===== config.mk =====
export PLATFORM = sky130hd
export DESIGN_NAME = hmcpd_top
export DESIGN_NICKNAME = d
export VERILOG_FILES = /design/src/verilog/hmcpd_pkg.sv /design/src/verilog/hmcpd_top.sv
export SDC_FILE = /design/constraint.sdc
export NUM_CORES = 1
export LEC_CHECK = 0
export BUFFER_PORTS_ARGS = -buffer_cell sky130_fd_sc_hd__buf_2
export CAP_MARGIN = 15
export CORE_MARGIN = 2
export CORE_UTILIZATION = 52
export DETAILED_ROUTE_END_ITERATION = 12
export PLACE_DENSITY = 0.84
export SYNTH_ARGS = -nofsm -noshare
export SYNTH_HDL_FRONTEND = slang
export SYNTH_SLANG_ARGS = --single-unit

===== constraint.sdc =====
create_clock -name pclk -period 3.65 [get_ports pclk]
set_clock_uncertainty 0.05 [all_clocks]
set_input_delay 0.365 -clock pclk [delete_from_list [all_inputs] [get_ports pclk]]
set_output_delay 0.365 -clock pclk [all_outputs]
set_load 0.03 [all_outputs]

===== src/verilog/hmcpd_pkg.sv =====
package hmcpd_pkg;

   localparam int HMCPD_NCH = 2;

   // Register byte offsets on the APB side.
   localparam logic [7:0] HMCPD_CTRL_OFS   = 8'h00;
   localparam logic [7:0] HMCPD_CH0_OFS    = 8'h04;
   localparam logic [7:0] HMCPD_CH_STRIDE  = 8'h04;
   localparam logic [7:0] HMCPD_STATUS_OFS = 8'h10;
   localparam logic [7:0] HMCPD_EFFECT_OFS = 8'h14;

   // Software control register fields.
   localparam int HMCPD_CTRL_INBAND  = 0;
   localparam int HMCPD_CTRL_TRISTATE = 1;
   localparam int HMCPD_CTRL_EDGE    = 2;
   localparam int HMCPD_CTRL_JA_LSB  = 4;
   localparam logic [31:0] HMCPD_CTRL_RESET = 32'h0000_0000;
   localparam logic [31:0] HMCPD_CTRL_MASK  = 32'h0000_0037;

   // Per channel register fields.
   localparam int HMCPD_CH_PAT_LSB = 0;
   localparam int HMCPD_CH_LB_LSB  = 2;
   localparam int HMCPD_CH_GAIN    = 4;
   localparam logic [4:0] HMCPD_CH_RESET = 5'h00;

   // Effective settings word: globals low, one byte per channel from bit 8.
   localparam int HMCPD_EFF_CH_LSB  = 8;
   localparam int HMCPD_EFF_CH_STEP = 8;

   // Layout of the synchronised strap vector.
   localparam int HMCPD_PIN_W        = 15;
   localparam int HMCPD_PIN_HW       = 0;
   localparam int HMCPD_PIN_TRISTATE = 1;
   localparam int HMCPD_PIN_EDGE     = 2;
   localparam int HMCPD_PIN_JA_LSB   = 3;
   localparam int HMCPD_PIN_GAIN_LSB = 5;
   localparam int HMCPD_PIN_PAT_LSB  = 7;
   localparam int HMCPD_PIN_LB_LSB   = 11;

   localparam logic [7:0] HMCPD_FIFO_BROAD  = 8'h40;
   localparam logic [7:0] HMCPD_FIFO_NARROW = 8'h80;

   typedef enum logic [1:0] {
      HMCPD_TX_NORMAL = 2'h0,
      HMCPD_TX_ONES   = 2'h1,
      HMCPD_TX_PRBS   = 2'h2,
      HMCPD_TX_PWRDN  = 2'h3
   } hmcpd_tx_src_t;

   typedef enum logic [1:0] {
      HMCPD_LB_NONE    = 2'h0,
      HMCPD_LB_ANALOG  = 2'h1,
      HMCPD_LB_DIGITAL = 2'h2,
      HMCPD_LB_REMOTE  = 2'h3
   } hmcpd_lb_t;

   typedef enum logic [1:0] {
      HMCPD_JA_OFF       = 2'h0,
      HMCPD_JA_RX_BROAD  = 2'h1,
      HMCPD_JA_RX_NARROW = 2'h2,
      HMCPD_JA_TX_NARROW = 2'h3
   } hmcpd_ja_t;

endpackage : hmcpd_pkg


===== src/verilog/hmcpd_top.sv =====
// Our own choices: the address map and the APB interface to the registers.
`timescale 1ns/1ps
// Functional notes
// - Per channel pattern select: 00 normal, 01 all ones, 10 PRBS, 11 power down.
// - Select 01 puts attenuator in receive path, broad bandwidth, 64-bit FIFO.
// - Select 10 puts attenuator in receive path, narrow bandwidth, 128-bit FIFO.
// - Select 11 puts attenuator in transmit path, narrow bandwidth, 128-bit FIFO.
// - Per receiver monitor gain: low gives 0 dB, high gives 26 dB.
// - Per channel loopback: 00 none, 01 analog, 10 digital, 11 remote.
// - No in-band loopback while hardware control mode is selected.
// - Tri-state input low enables both line drivers.
// - Tri-state input high puts both line drivers in high impedance.
// - Edge select 0 makes the rising edge active on recovered receive clocks.
// - Edge select 1 makes the falling edge active on recovered receive clocks.
module hmcpd_top #(
   parameter int NCH = hmcpd_pkg::HMCPD_NCH
) (
   input  wire logic               pclk,
   input  wire logic               presetn,
   input  wire logic               psel,
   input  wire logic               penable,
   input  wire logic               pwrite,
   input  wire logic [7:0]         paddr,
   input  wire logic [31:0]        pwdata,
   output logic      [31:0]        prdata,
   output logic                    pready,
   output logic                    pslverr,
   input  wire logic               hw_mode_select,
   input  wire logic [2*NCH-1:0]   tx_pattern_select,
   input  wire logic [1:0]         jitter_attenuator_select,
   input  wire logic [NCH-1:0]     rx_monitor_gain_select,
   input  wire logic [2*NCH-1:0]   loopback_select,
   input  wire logic               driver_tristate_enable,
   input  wire logic               rx_clock_edge_select,
   output logic      [2*NCH-1:0]   tx_source,
   output logic      [NCH-1:0]     tx_power_down,
   output logic      [NCH-1:0]     mon_gain_26db,
   output logic      [NCH-1:0]     analog_loopback,
   output logic      [NCH-1:0]     digital_loopback,
   output logic      [NCH-1:0]     remote_loopback,
   output logic                    inband_loopback_enable,
   output logic      [NCH-1:0]     line_driver_enable,
   output logic                    rx_clk_falling_edge,
   output logic                    ja_enable,
   output logic                    ja_in_tx_path,
   output logic                    ja_narrow_bw,
   output logic      [7:0]         ja_fifo_depth
);

   localparam int PW = hmcpd_pkg::HMCPD_PIN_W;

   logic [PW-1:0]  pin_raw;
   logic [PW-1:0]  pin_s1;
   logic [PW-1:0]  pin_s2;
   logic [PW-1:0]  pin_s3;
   logic [PW-1:0]  pin_filt;
   logic           hw_active;
   logic [31:0]    ctrl;
   logic [4:0]     ch_reg [NCH];
   logic [1:0]     eff_pat [NCH];
   logic [1:0]     eff_lb [NCH];
   logic [NCH-1:0] eff_gain;
   logic [1:0]     eff_ja;
   logic           eff_tristate;
   logic           eff_edge;
   logic           eff_inband;
   logic [31:0]    eff_word;
   logic           setup;
   logic           wr_done;
   logic [31:0]    next_prdata;
   logic           next_pslverr;
   logic [3:0]     lb_onehot [NCH];

   function automatic logic [3:0] decode_loop(input logic [1:0] sel);
      unique case (sel)
         hmcpd_pkg::HMCPD_LB_NONE:    decode_loop = 4'h0;
         hmcpd_pkg::HMCPD_LB_ANALOG:  decode_loop = 4'h1;
         hmcpd_pkg::HMCPD_LB_DIGITAL: decode_loop = 4'h2;
         hmcpd_pkg::HMCPD_LB_REMOTE:  decode_loop = 4'h4;
      endcase
   endfunction : decode_loop

   function automatic int ch_index(input logic [7:0] addr);
      ch_index = -1;
      for (int c = 0; c < NCH; c++) begin
         if (addr == 8'(hmcpd_pkg::HMCPD_CH0_OFS + c * hmcpd_pkg::HMCPD_CH_STRIDE)) begin
            ch_index = c;
         end
      end
   endfunction : ch_index

   // Strap capture. Straps are asynchronous to pclk, so a change is believed only
   // once the second and third stages agree; a one-cycle glitch never reaches the
   // decoded settings.
   assign pin_raw = {loopback_select, tx_pattern_select, rx_monitor_gain_select,
                     jitter_attenuator_select, rx_clock_edge_select,
                     driver_tristate_enable, hw_mode_select};

   always_ff @(posedge pclk or negedge presetn) begin
      if (!presetn) begin
         pin_s1 <= '0;
         pin_s2 <= '0;
         pin_s3 <= '0;
      end else begin
         pin_s1 <= pin_raw;
         pin_s2 <= pin_s1;
         pin_s3 <= pin_s2;
      end
   end

   always_ff @(posedge pclk or negedge presetn) begin
      if (!presetn) begin
         pin_filt <= '0;
      end else begin
         for (int i = 0; i < PW; i++) begin
            if (pin_s2[i] == pin_s3[i]) begin
               pin_filt[i] <= pin_s3[i];
            end
         end
      end
   end

   assign hw_active = pin_filt[hmcpd_pkg::HMCPD_PIN_HW];

   // Source of every setting but in-band loopback: straps in hardware mode, registers otherwise.
   always_comb begin
      eff_ja       = hw_active ? pin_filt[hmcpd_pkg::HMCPD_PIN_JA_LSB +: 2]
                               : ctrl[hmcpd_pkg::HMCPD_CTRL_JA_LSB +: 2];
      eff_tristate = hw_active ? pin_filt[hmcpd_pkg::HMCPD_PIN_TRISTATE]
                               : ctrl[hmcpd_pkg::HMCPD_CTRL_TRISTATE];
      eff_edge     = hw_active ? pin_filt[hmcpd_pkg::HMCPD_PIN_EDGE]
                               : ctrl[hmcpd_pkg::HMCPD_CTRL_EDGE];
      // Code-activated loopback exists only under software control.
      eff_inband   = !hw_active && ctrl[hmcpd_pkg::HMCPD_CTRL_INBAND];
      for (int c = 0; c < NCH; c++) begin
         eff_pat[c]  = hw_active ? pin_filt[hmcpd_pkg::HMCPD_PIN_PAT_LSB + 2*c +: 2]
                                 : ch_reg[c][hmcpd_pkg::HMCPD_CH_PAT_LSB +: 2];
         eff_lb[c]   = hw_active ? pin_filt[hmcpd_pkg::HMCPD_PIN_LB_LSB + 2*c +: 2]
                                 : ch_reg[c][hmcpd_pkg::HMCPD_CH_LB_LSB +: 2];
         eff_gain[c] = hw_active ? pin_filt[hmcpd_pkg::HMCPD_PIN_GAIN_LSB + c]
                                 : ch_reg[c][hmcpd_pkg::HMCPD_CH_GAIN];
      end
   end

   always_comb begin
      eff_word    = '0;
      eff_word[0 +: 2] = eff_ja;
      eff_word[2] = eff_tristate;
      eff_word[3] = eff_edge;
      eff_word[4] = eff_inband;
      eff_word[5] = hw_active;
      for (int c = 0; c < NCH; c++) begin
         eff_word[hmcpd_pkg::HMCPD_EFF_CH_LSB + c*hmcpd_pkg::HMCPD_EFF_CH_STEP +: 5] =
            {eff_gain[c], eff_lb[c], eff_pat[c]};
      end
   end

   // A function result cannot be bit-selected, so each channel's loopback code is
   // expanded here once and the flip-flops below pick single bits from it.
   always_comb begin
      for (int c = 0; c < NCH; c++) begin
         lb_onehot[c] = decode_loop(eff_lb[c]);
      end
   end

   // Per channel datapath controls.
   always_ff @(posedge pclk or negedge presetn) begin
      if (!presetn) begin
         tx_source        <= '0;
         tx_power_down    <= '0;
         mon_gain_26db    <= '0;
         analog_loopback  <= '0;
         digital_loopback <= '0;
         remote_loopback  <= '0;
      end else begin
         for (int c = 0; c < NCH; c++) begin
            tx_source[2*c +: 2] <= eff_pat[c];
            tx_power_down[c]    <= (eff_pat[c] == hmcpd_pkg::HMCPD_TX_PWRDN);
            mon_gain_26db[c]    <= eff_gain[c];
            analog_loopback[c]  <= lb_onehot[c][0];
            digital_loopback[c] <= lb_onehot[c][1];
            remote_loopback[c]  <= lb_onehot[c][2];
         end
      end
   end

   // Global controls shared by both channels.
   always_ff @(posedge pclk or negedge presetn) begin
      if (!presetn) begin
         line_driver_enable     <= '0;
         rx_clk_falling_edge    <= 1'b0;
         inband_loopback_enable <= 1'b0;
      end else begin
         line_driver_enable     <= {NCH{!eff_tristate}};
         rx_clk_falling_edge    <= eff_edge;
         inband_loopback_enable <= eff_inband;
      end
   end

   always_ff @(posedge pclk or negedge presetn) begin
      if (!presetn) begin
         ja_enable     <= 1'b0;
         ja_in_tx_path <= 1'b0;
         ja_narrow_bw  <= 1'b0;
         ja_fifo_depth <= '0;
      end else begin
         unique case (eff_ja)
            hmcpd_pkg::HMCPD_JA_OFF: begin
               ja_enable     <= 1'b0;
               ja_in_tx_path <= 1'b0;
               ja_narrow_bw  <= 1'b0;
               ja_fifo_depth <= '0;
            end
            hmcpd_pkg::HMCPD_JA_RX_BROAD: begin
               ja_enable     <= 1'b1;
               ja_in_tx_path <= 1'b0;
               ja_narrow_bw  <= 1'b0;
               ja_fifo_depth <= hmcpd_pkg::HMCPD_FIFO_BROAD;
            end
            hmcpd_pkg::HMCPD_JA_RX_NARROW: begin
               ja_enable     <= 1'b1;
               ja_in_tx_path <= 1'b0;
               ja_narrow_bw  <= 1'b1;
               ja_fifo_depth <= hmcpd_pkg::HMCPD_FIFO_NARROW;
            end
            hmcpd_pkg::HMCPD_JA_TX_NARROW: begin
               ja_enable     <= 1'b1;
               ja_in_tx_path <= 1'b1;
               ja_narrow_bw  <= 1'b1;
               ja_fifo_depth <= hmcpd_pkg::HMCPD_FIFO_NARROW;
            end
         endcase
      end
   end

   // APB slave. pready is raised during the access phase that follows each setup
   // cycle, so every transfer takes exactly two cycles with no wait state.
   assign setup   = psel && !penable;
   assign wr_done = psel && penable && pready && pwrite && !pslverr;

   always_ff @(posedge pclk or negedge presetn) begin
      if (!presetn) begin
         ctrl <= hmcpd_pkg::HMCPD_CTRL_RESET;
         for (int c = 0; c < NCH; c++) begin
            ch_reg[c] <= hmcpd_pkg::HMCPD_CH_RESET;
         end
      end else if (wr_done) begin
         if (paddr == hmcpd_pkg::HMCPD_CTRL_OFS) begin
            ctrl <= pwdata & hmcpd_pkg::HMCPD_CTRL_MASK;
         end
         for (int c = 0; c < NCH; c++) begin
            if (ch_index(paddr) == c) begin
               ch_reg[c] <= pwdata[4:0];
            end
         end
      end
   end

   always_comb begin
      next_prdata  = '0;
      next_pslverr = 1'b0;
      if (paddr == hmcpd_pkg::HMCPD_CTRL_OFS) begin
         next_prdata = ctrl;
      end else if (ch_index(paddr) >= 0) begin
         for (int c = 0; c < NCH; c++) begin
            if (ch_index(paddr) == c) begin
               next_prdata = {27'h0000000, ch_reg[c]};
            end
         end
      end else if (paddr == hmcpd_pkg::HMCPD_STATUS_OFS) begin
         next_prdata = {{(32-PW){1'b0}}, pin_filt};
      end else if (paddr == hmcpd_pkg::HMCPD_EFFECT_OFS) begin
         next_prdata = eff_word;
      end else begin
         next_pslverr = 1'b1;
      end
   end

   always_ff @(posedge pclk or negedge presetn) begin
      if (!presetn) begin
         pready  <= 1'b0;
         pslverr <= 1'b0;
         prdata  <= '0;
      end else begin
         pready  <= setup;
         pslverr <= setup && next_pslverr;
         prdata  <= (setup && !pwrite) ? next_prdata : 32'h0000_0000;
      end
   end
endmodule : hmcpd_top


Word level (Yosys, flattened, before mapping)
Cells that the tools add are included.
{"block": "classes", "muxes": 32, "n_lt_le_gt_ge": 1, "eq_ne": 32, "n_reduce_logical": 26}
{"operator": "32-bit 2-to-1 mux", "count": 10}
{"operator": "32-bit by 2-bit equality test with 1-bit output (second input constant)", "count": 2}
{"operator": "32-bit logical NOT", "count": 2}
{"operator": "21-bit 2-to-1 mux", "count": 2}
{"operator": "32-bit by 1-bit >= comparator with 1-bit output (second input constant)", "count": 1}
{"operator": "3-bit one-hot mux with 4 select lines", "count": 2}
{"operator": "8-bit one-hot mux with 3 select lines", "count": 1}
{"operator": "2-bit equality test (second input constant)", "count": 8}
{"operator": "8-bit by 5-bit equality test with 1-bit output (second input constant)", "count": 2}
{"operator": "1-bit equality test", "count": 15}
{"operator": "2-bit 2-to-1 mux", "count": 5}
{"operator": "8-bit by 3-bit equality test with 1-bit output (second input constant)", "count": 1}
{"operator": "8-bit by 4-bit equality test with 1-bit output (second input constant)", "count": 1}
{"operator": "1-bit logical AND", "count": 8}
{"operator": "8-bit logical NOT", "count": 1}
{"operator": "1-bit 2-to-1 mux", "count": 8}
{"operator": "2-bit by 1-bit equality test with 1-bit output (second input constant)", "count": 3}
{"operator": "2-bit logical NOT", "count": 3}
{"operator": "1-bit one-hot mux with 2 select lines", "count": 3}
{"operator": "2-bit AND reduction", "count": 3}
{"operator": "3-bit OR reduction", "count": 2}
{"operator": "1-bit logical NOT", "count": 5}
{"operator": "5-bit 2-to-1 mux", "count": 1}
{"operator": "2-bit OR reduction", "count": 2}
{"block": "totals", "register_bits": 137, "output_inout_bits": 63, "elab_cells": 128, "inputBits": 60}

Logic depth before layout (Yosys ltp)
{"block": "depth", "ltp_word": 13, "mapped_depth": 6, "mapped_depth_nobuf": 4}

Worst setup path before layout
No wires, ideal clock.
{"block": "synth_path", "path_type": "input to register", "start": "in paddr[5]", "end": "reg ch_reg[0] (netlist name)", "stages": 5, "required_time_ns": 3.475, "setup_time_ns": 0.125, "path_slack_ns": 1.656, "arrival_ns": 1.819, "n_path_buf": 1, "path_cell_list": "or4_4 nor3_4 and4b_1 buf_6 mux2_4"}
{"block": "synth_between", "elab_chain_cells": 6, "word_cells_on_any_way": 7, "classes_between": "3 x eq/ne; 3 x mux; 1 x reduce/logical"}
{"element": "from (decl)", "line_no": "hmcpd_top.sv:23", "text": "input wire logic [7:0] paddr,"}
{"element": "8-bit by 3-bit equality test with 1-bit output", "line_no": "hmcpd_top.sv:86", "text": "if (addr == 8'(hmcpd_pkg::HMCPD_CH0_OFS + c * hmcpd_pkg::HMCPD_CH_STRIDE)) begin"}
{"element": "32-bit 2-to-1 mux", "line_no": "hmcpd_top.sv:86"}
{"element": "32-bit 2-to-1 mux (*)", "line_no": "hmcpd_top.sv:86"}
{"element": "32-bit 2-to-1 mux (*)", "line_no": "hmcpd_top.sv:247", "text": "end else if (wr_done) begin"}
{"element": "32-bit by 2-bit equality test with 1-bit output (*)", "line_no": "hmcpd_top.sv:252", "text": "if (ch_index(paddr) == c) begin"}
{"element": "2-bit AND reduction (no line) (*)"}
{"element": "to (signal, indexed assignment)", "line_no": "hmcpd_top.sv:245", "text": "ch_reg[c] <= hmcpd_pkg::HMCPD_CH_RESET;"}
{"element": "to (signal, indexed assignment)", "line_no": "hmcpd_top.sv:253", "text": "ch_reg[c] <= pwdata[4:0];"}
{"element": "to (decl)", "line_no": "hmcpd_top.sv:59", "text": "logic [4:0] ch_reg [NCH];"}
Mark *: on every way between the ends. The rest lies on a longest branch, timed or not. The select of a mux whose other input is x is not followed.
A chain may end at the register's enable or synchronous reset.

Final worst setup path
{"block": "layout_path", "start": "reg pin_filt[0]", "end": "reg prdata[3]"}
{"block": "layout_between", "elab_chain_cells": 6}
{"element": "from (decl)", "line_no": "hmcpd_top.sv:56", "text": "logic [PW-1:0] pin_filt;"}
{"element": "from (signal, indexed assignment)", "line_no": "hmcpd_top.sv:117", "text": "pin_filt[i] <= pin_s3[i];"}
{"element": "1-bit 2-to-1 mux", "line_no": "hmcpd_top.sv:131", "text": "eff_edge = hw_active ? pin_filt[hmcpd_pkg::HMCPD_PIN_EDGE]"}
{"element": "net eff_edge", "line_no": "hmcpd_top.sv:65", "text": "logic eff_edge;"}
{"element": "21-bit 2-to-1 mux", "line_no": "hmcpd_top.sv:272", "text": "end else if (paddr == hmcpd_pkg::HMCPD_EFFECT_OFS) begin"}
{"element": "21-bit 2-to-1 mux", "line_no": "hmcpd_top.sv:270", "text": "end else if (paddr == hmcpd_pkg::HMCPD_STATUS_OFS) begin"}
{"element": "32-bit 2-to-1 mux", "line_no": "hmcpd_top.sv:264", "text": "end else if (ch_index(paddr) >= 0) begin"}
{"element": "32-bit 2-to-1 mux", "line_no": "hmcpd_top.sv:262", "text": "if (paddr == hmcpd_pkg::HMCPD_CTRL_OFS) begin"}
{"element": "32-bit 2-to-1 mux", "line_no": "hmcpd_top.sv:287", "text": "prdata <= (setup && !pwrite) ? next_prdata : 32'h0000_0000;"}
{"element": "to (signal assigned)", "line_no": "hmcpd_top.sv:287"}
{"element": "to (decl)", "line_no": "hmcpd_top.sv:25", "text": "output logic [31:0] prdata,"}
The timed path passes the listed nets, and every way through them passes these cells.

==> out/results.txt <==
Internal power - 2.59 mW
Worst-case clock buffer depth - 2
Final setup margin - 1.48 ns
DRC Markers - 0
Core area - 0.00809 mm²
Switching share of power - 22.4%
Area Overhead vs Synth - 26.9%
Drt via density - 5.13
Post-route minimum period - 2.17 ns
Gr usage total - 19.7%
Antenna-violating nets left - 0
Synth Flop Type - dfrtp_1
IO Port Bufs - 78
Most frequent cells after synthesis - dfrtp_1 (118), buf_4 (21), mux2_2 (20)
RSZ-0062 raised after global routing - no
CTS H-tree lvls - 4
CP Max Fanout - 28
Worst path cell trace - mux2_2, mux2_2, a22oi_1, nor2_1
CP Capture Type - flop
DRT Pass-1 Iters - 4
Post-Synthesis Cell Area - 0.00429 mm²
Hold_sp - pwdata[5]
Vias in the first global route - 2,571
Post-Route WL - 8.23 mm
Share of layout cells above drive strength 1 - 34.9%
Wire length per cell - 16.2 µm
Placed cell area - 0.00468 mm²
Power share of the clock group - 50.2%
Post-route clock period utilization - 59.4%
Overall power - 3.34 mW
Clock Latency Late Sink - 0.51 ns
Global-route wire length before repair - 12.9 mm
PD cells - 613 mW/mm²
GRT overflow - 0
Fmax - 0.461 GHz
Setup crit start kind - flop
Die width - 94.8 µm
Most frequent CP cell - mux2_2
Max-cap check violation count - 0
Worst path depth - 4
Most common cell in the netlist - dfrtp_1
Gpl congestion - 0.857
I/O pin count - 123
Synth Warn # - 0
Row cnt - 33
Crit path from - pin_filt[0]
Post-Layout Inst Area - 0.00545 mm²
Worst vdd ir - 0.000463 V
Status - finished, final reports clean
Required time worst endpoint - 3.99 ns
Synth cell types - 40
Worst r2r src - pin_filt[0]
R2r worst-path depth - 4
Flop pwr share - 42.5%
Worst min path class - in2reg
TritonCTS buffer count - 17
CTS tree - done
Largest net degree at the start of global routing - 74
Via count - 2,613
Area share of the largest cell type after synthesis - 68.8%
Lkg Pwr - 2.72 nW
Die Y-Extent - 94.8 µm
Crit path DAT - 2.51 ns
Critical path's slowest cell - dfrtp_1
Register area share after synthesis - 68.8%
Largest register FFs - 20
Slew @ Worst Pin - 1.12 ns
Clock slew at reported path FFs - 0.05 ns
CP Class - reg2reg
Buf+Inv Stages, Crit Path - 0
Largest area contributor in the netlist - dfrtp_1
Final net count - 452
Die area - 0.00900 mm²
Iteration-0 DRC Markers - 164
CTS resizes - 0
Worst slack, placed - 1.36 ns
Antenna violations before repair - 0
Number of failing hold endpoints at the final stage - 0
Setup TNS Final - 0 ns
Largest reg by FF count - prdata
Crit-path max cell delay - 1.08 ns
Synthesized flop and latch total - 118
Root Buffer - clkbuf_8
Area contributors post-synth - dfrtp_1 (69%), mux2_2 (5.2%), buf_4 (3.7%)
Final setup violation count - 0
Synth Instances - 290
Worst path top cell family by delay - flip-flops
Number of synthesized flops with an enable pin - 0
HPWL after DPL - 5.12 mm
Logic pwr share - 7.3%
Asr flop ratio synth - 100%
Starting Density - 53.0%
Slew headroom - 25.3%
Ant. Diodes - 0
Switching Power - 0.747 mW
Max-slew violation count - 0
Syn avg cell area - 14.8 µm²
Clk sinks - 118
Hold Path Stages - 2
==> cell type report <==
class | instances | area (µm²)
Sequential cell | 118 | 2950
Fill cell | 576 | 2650
Multi-Input combinational cell | 150 | 1160
Timing Repair Buffer | 96 | 568
Clock buffer | 21 | 449
Clock inverter | 10 | 153
Tap cell | 105 | 131
Inverter | 9 | 33.8
==> power groups by stage <==
stage	clock network, mW	registers, mW	logic [mW]
global route	1.76	1.42	0.266
global placement	0	1.43	0.223
CTS	1.69	1.42	0.246
finish	1.67	1.42	0.244
detailed placement	0	1.44	0.230
floorplan	0	1.46	0.129
==> layout by cell type, fill, tap and decap left out, types with 3 or more instances in the layout <==
cell / count
o22ai_1: 6
maj3_1: 15
a211oi_1: 4
nand3b_1: 3
buf_2: 77
dfrtp_1: 118
mux2i_1: 10
a221oi_1: 4
nand2b_1: 5
bufinv_16: 4
buf_4: 3
dlygate4sd3_1: 16
o21ai_0: 3
nand2_1: 10
mux2_2: 20
mux2_4: 5
clkbuf_16: 16
nor2_1: 17
conb_1: 18
clkinv_2: 5
o31ai_1: 3
clkbuf_8: 3
inv_1: 9
nor3b_1: 4
==> final timing paths <==
check,slack [ns],to
min in group asynchronous,0.47,pin_s1[11]
setup / recovery,1.48,prdata[3]
hold reg to reg,0.30,pin_s2[6]
hold / removal,0.05,ctrl[5]
max in group asynchronous,2.23,prdata[19]
setup reg to reg,1.48,prdata[3]
==> kinds of logic after synthesis <==
group                    count (synthesis)  synth area share, %
adder cells (fa/ha/maj)                 15                 3.50
multiplexers                            35                 9.33
AND/OR/NAND/NOR                         54                 8.02
flip-flops                             118                 68.8
buffers and inverters                   39                 5.71
other                                    1               0.0874
AO/OA/AOI/OAI                           28                 4.55
==> per-stage QoR <==
stage                     hold slack, ns  std cells  utilization (%)
after floorplan                   0.0194        307                -
after global placement             0.283        462             57.9
after detailed placement           0.285        462             57.9
after CTS                         0.0368        509             67.3
after global routing              0.0353        509             67.3
final                             0.0483        509             67.3
==> routing by layer <==
layer / routed length, µm / vias up / part of all wire [%] / GRT usage, %
met4: 144 / 0 / 1.8 / 9.42
met3: 676 / 13 / 8.2 / 8.14
met5: 0 / - / 0 / 0
met1: 3320 / 1298 / 40 / 23.7
li1: - / 1179 / - / -
met2: 4080 / 123 / 50 / 30.9
==> timing repair <==
item / CTS / global route
buffers inserted: 0 / 0
hold buffers: 16 / 0
endpoints found under the hold margin: 86 / 0
Power figures use the tool's default switching activity.
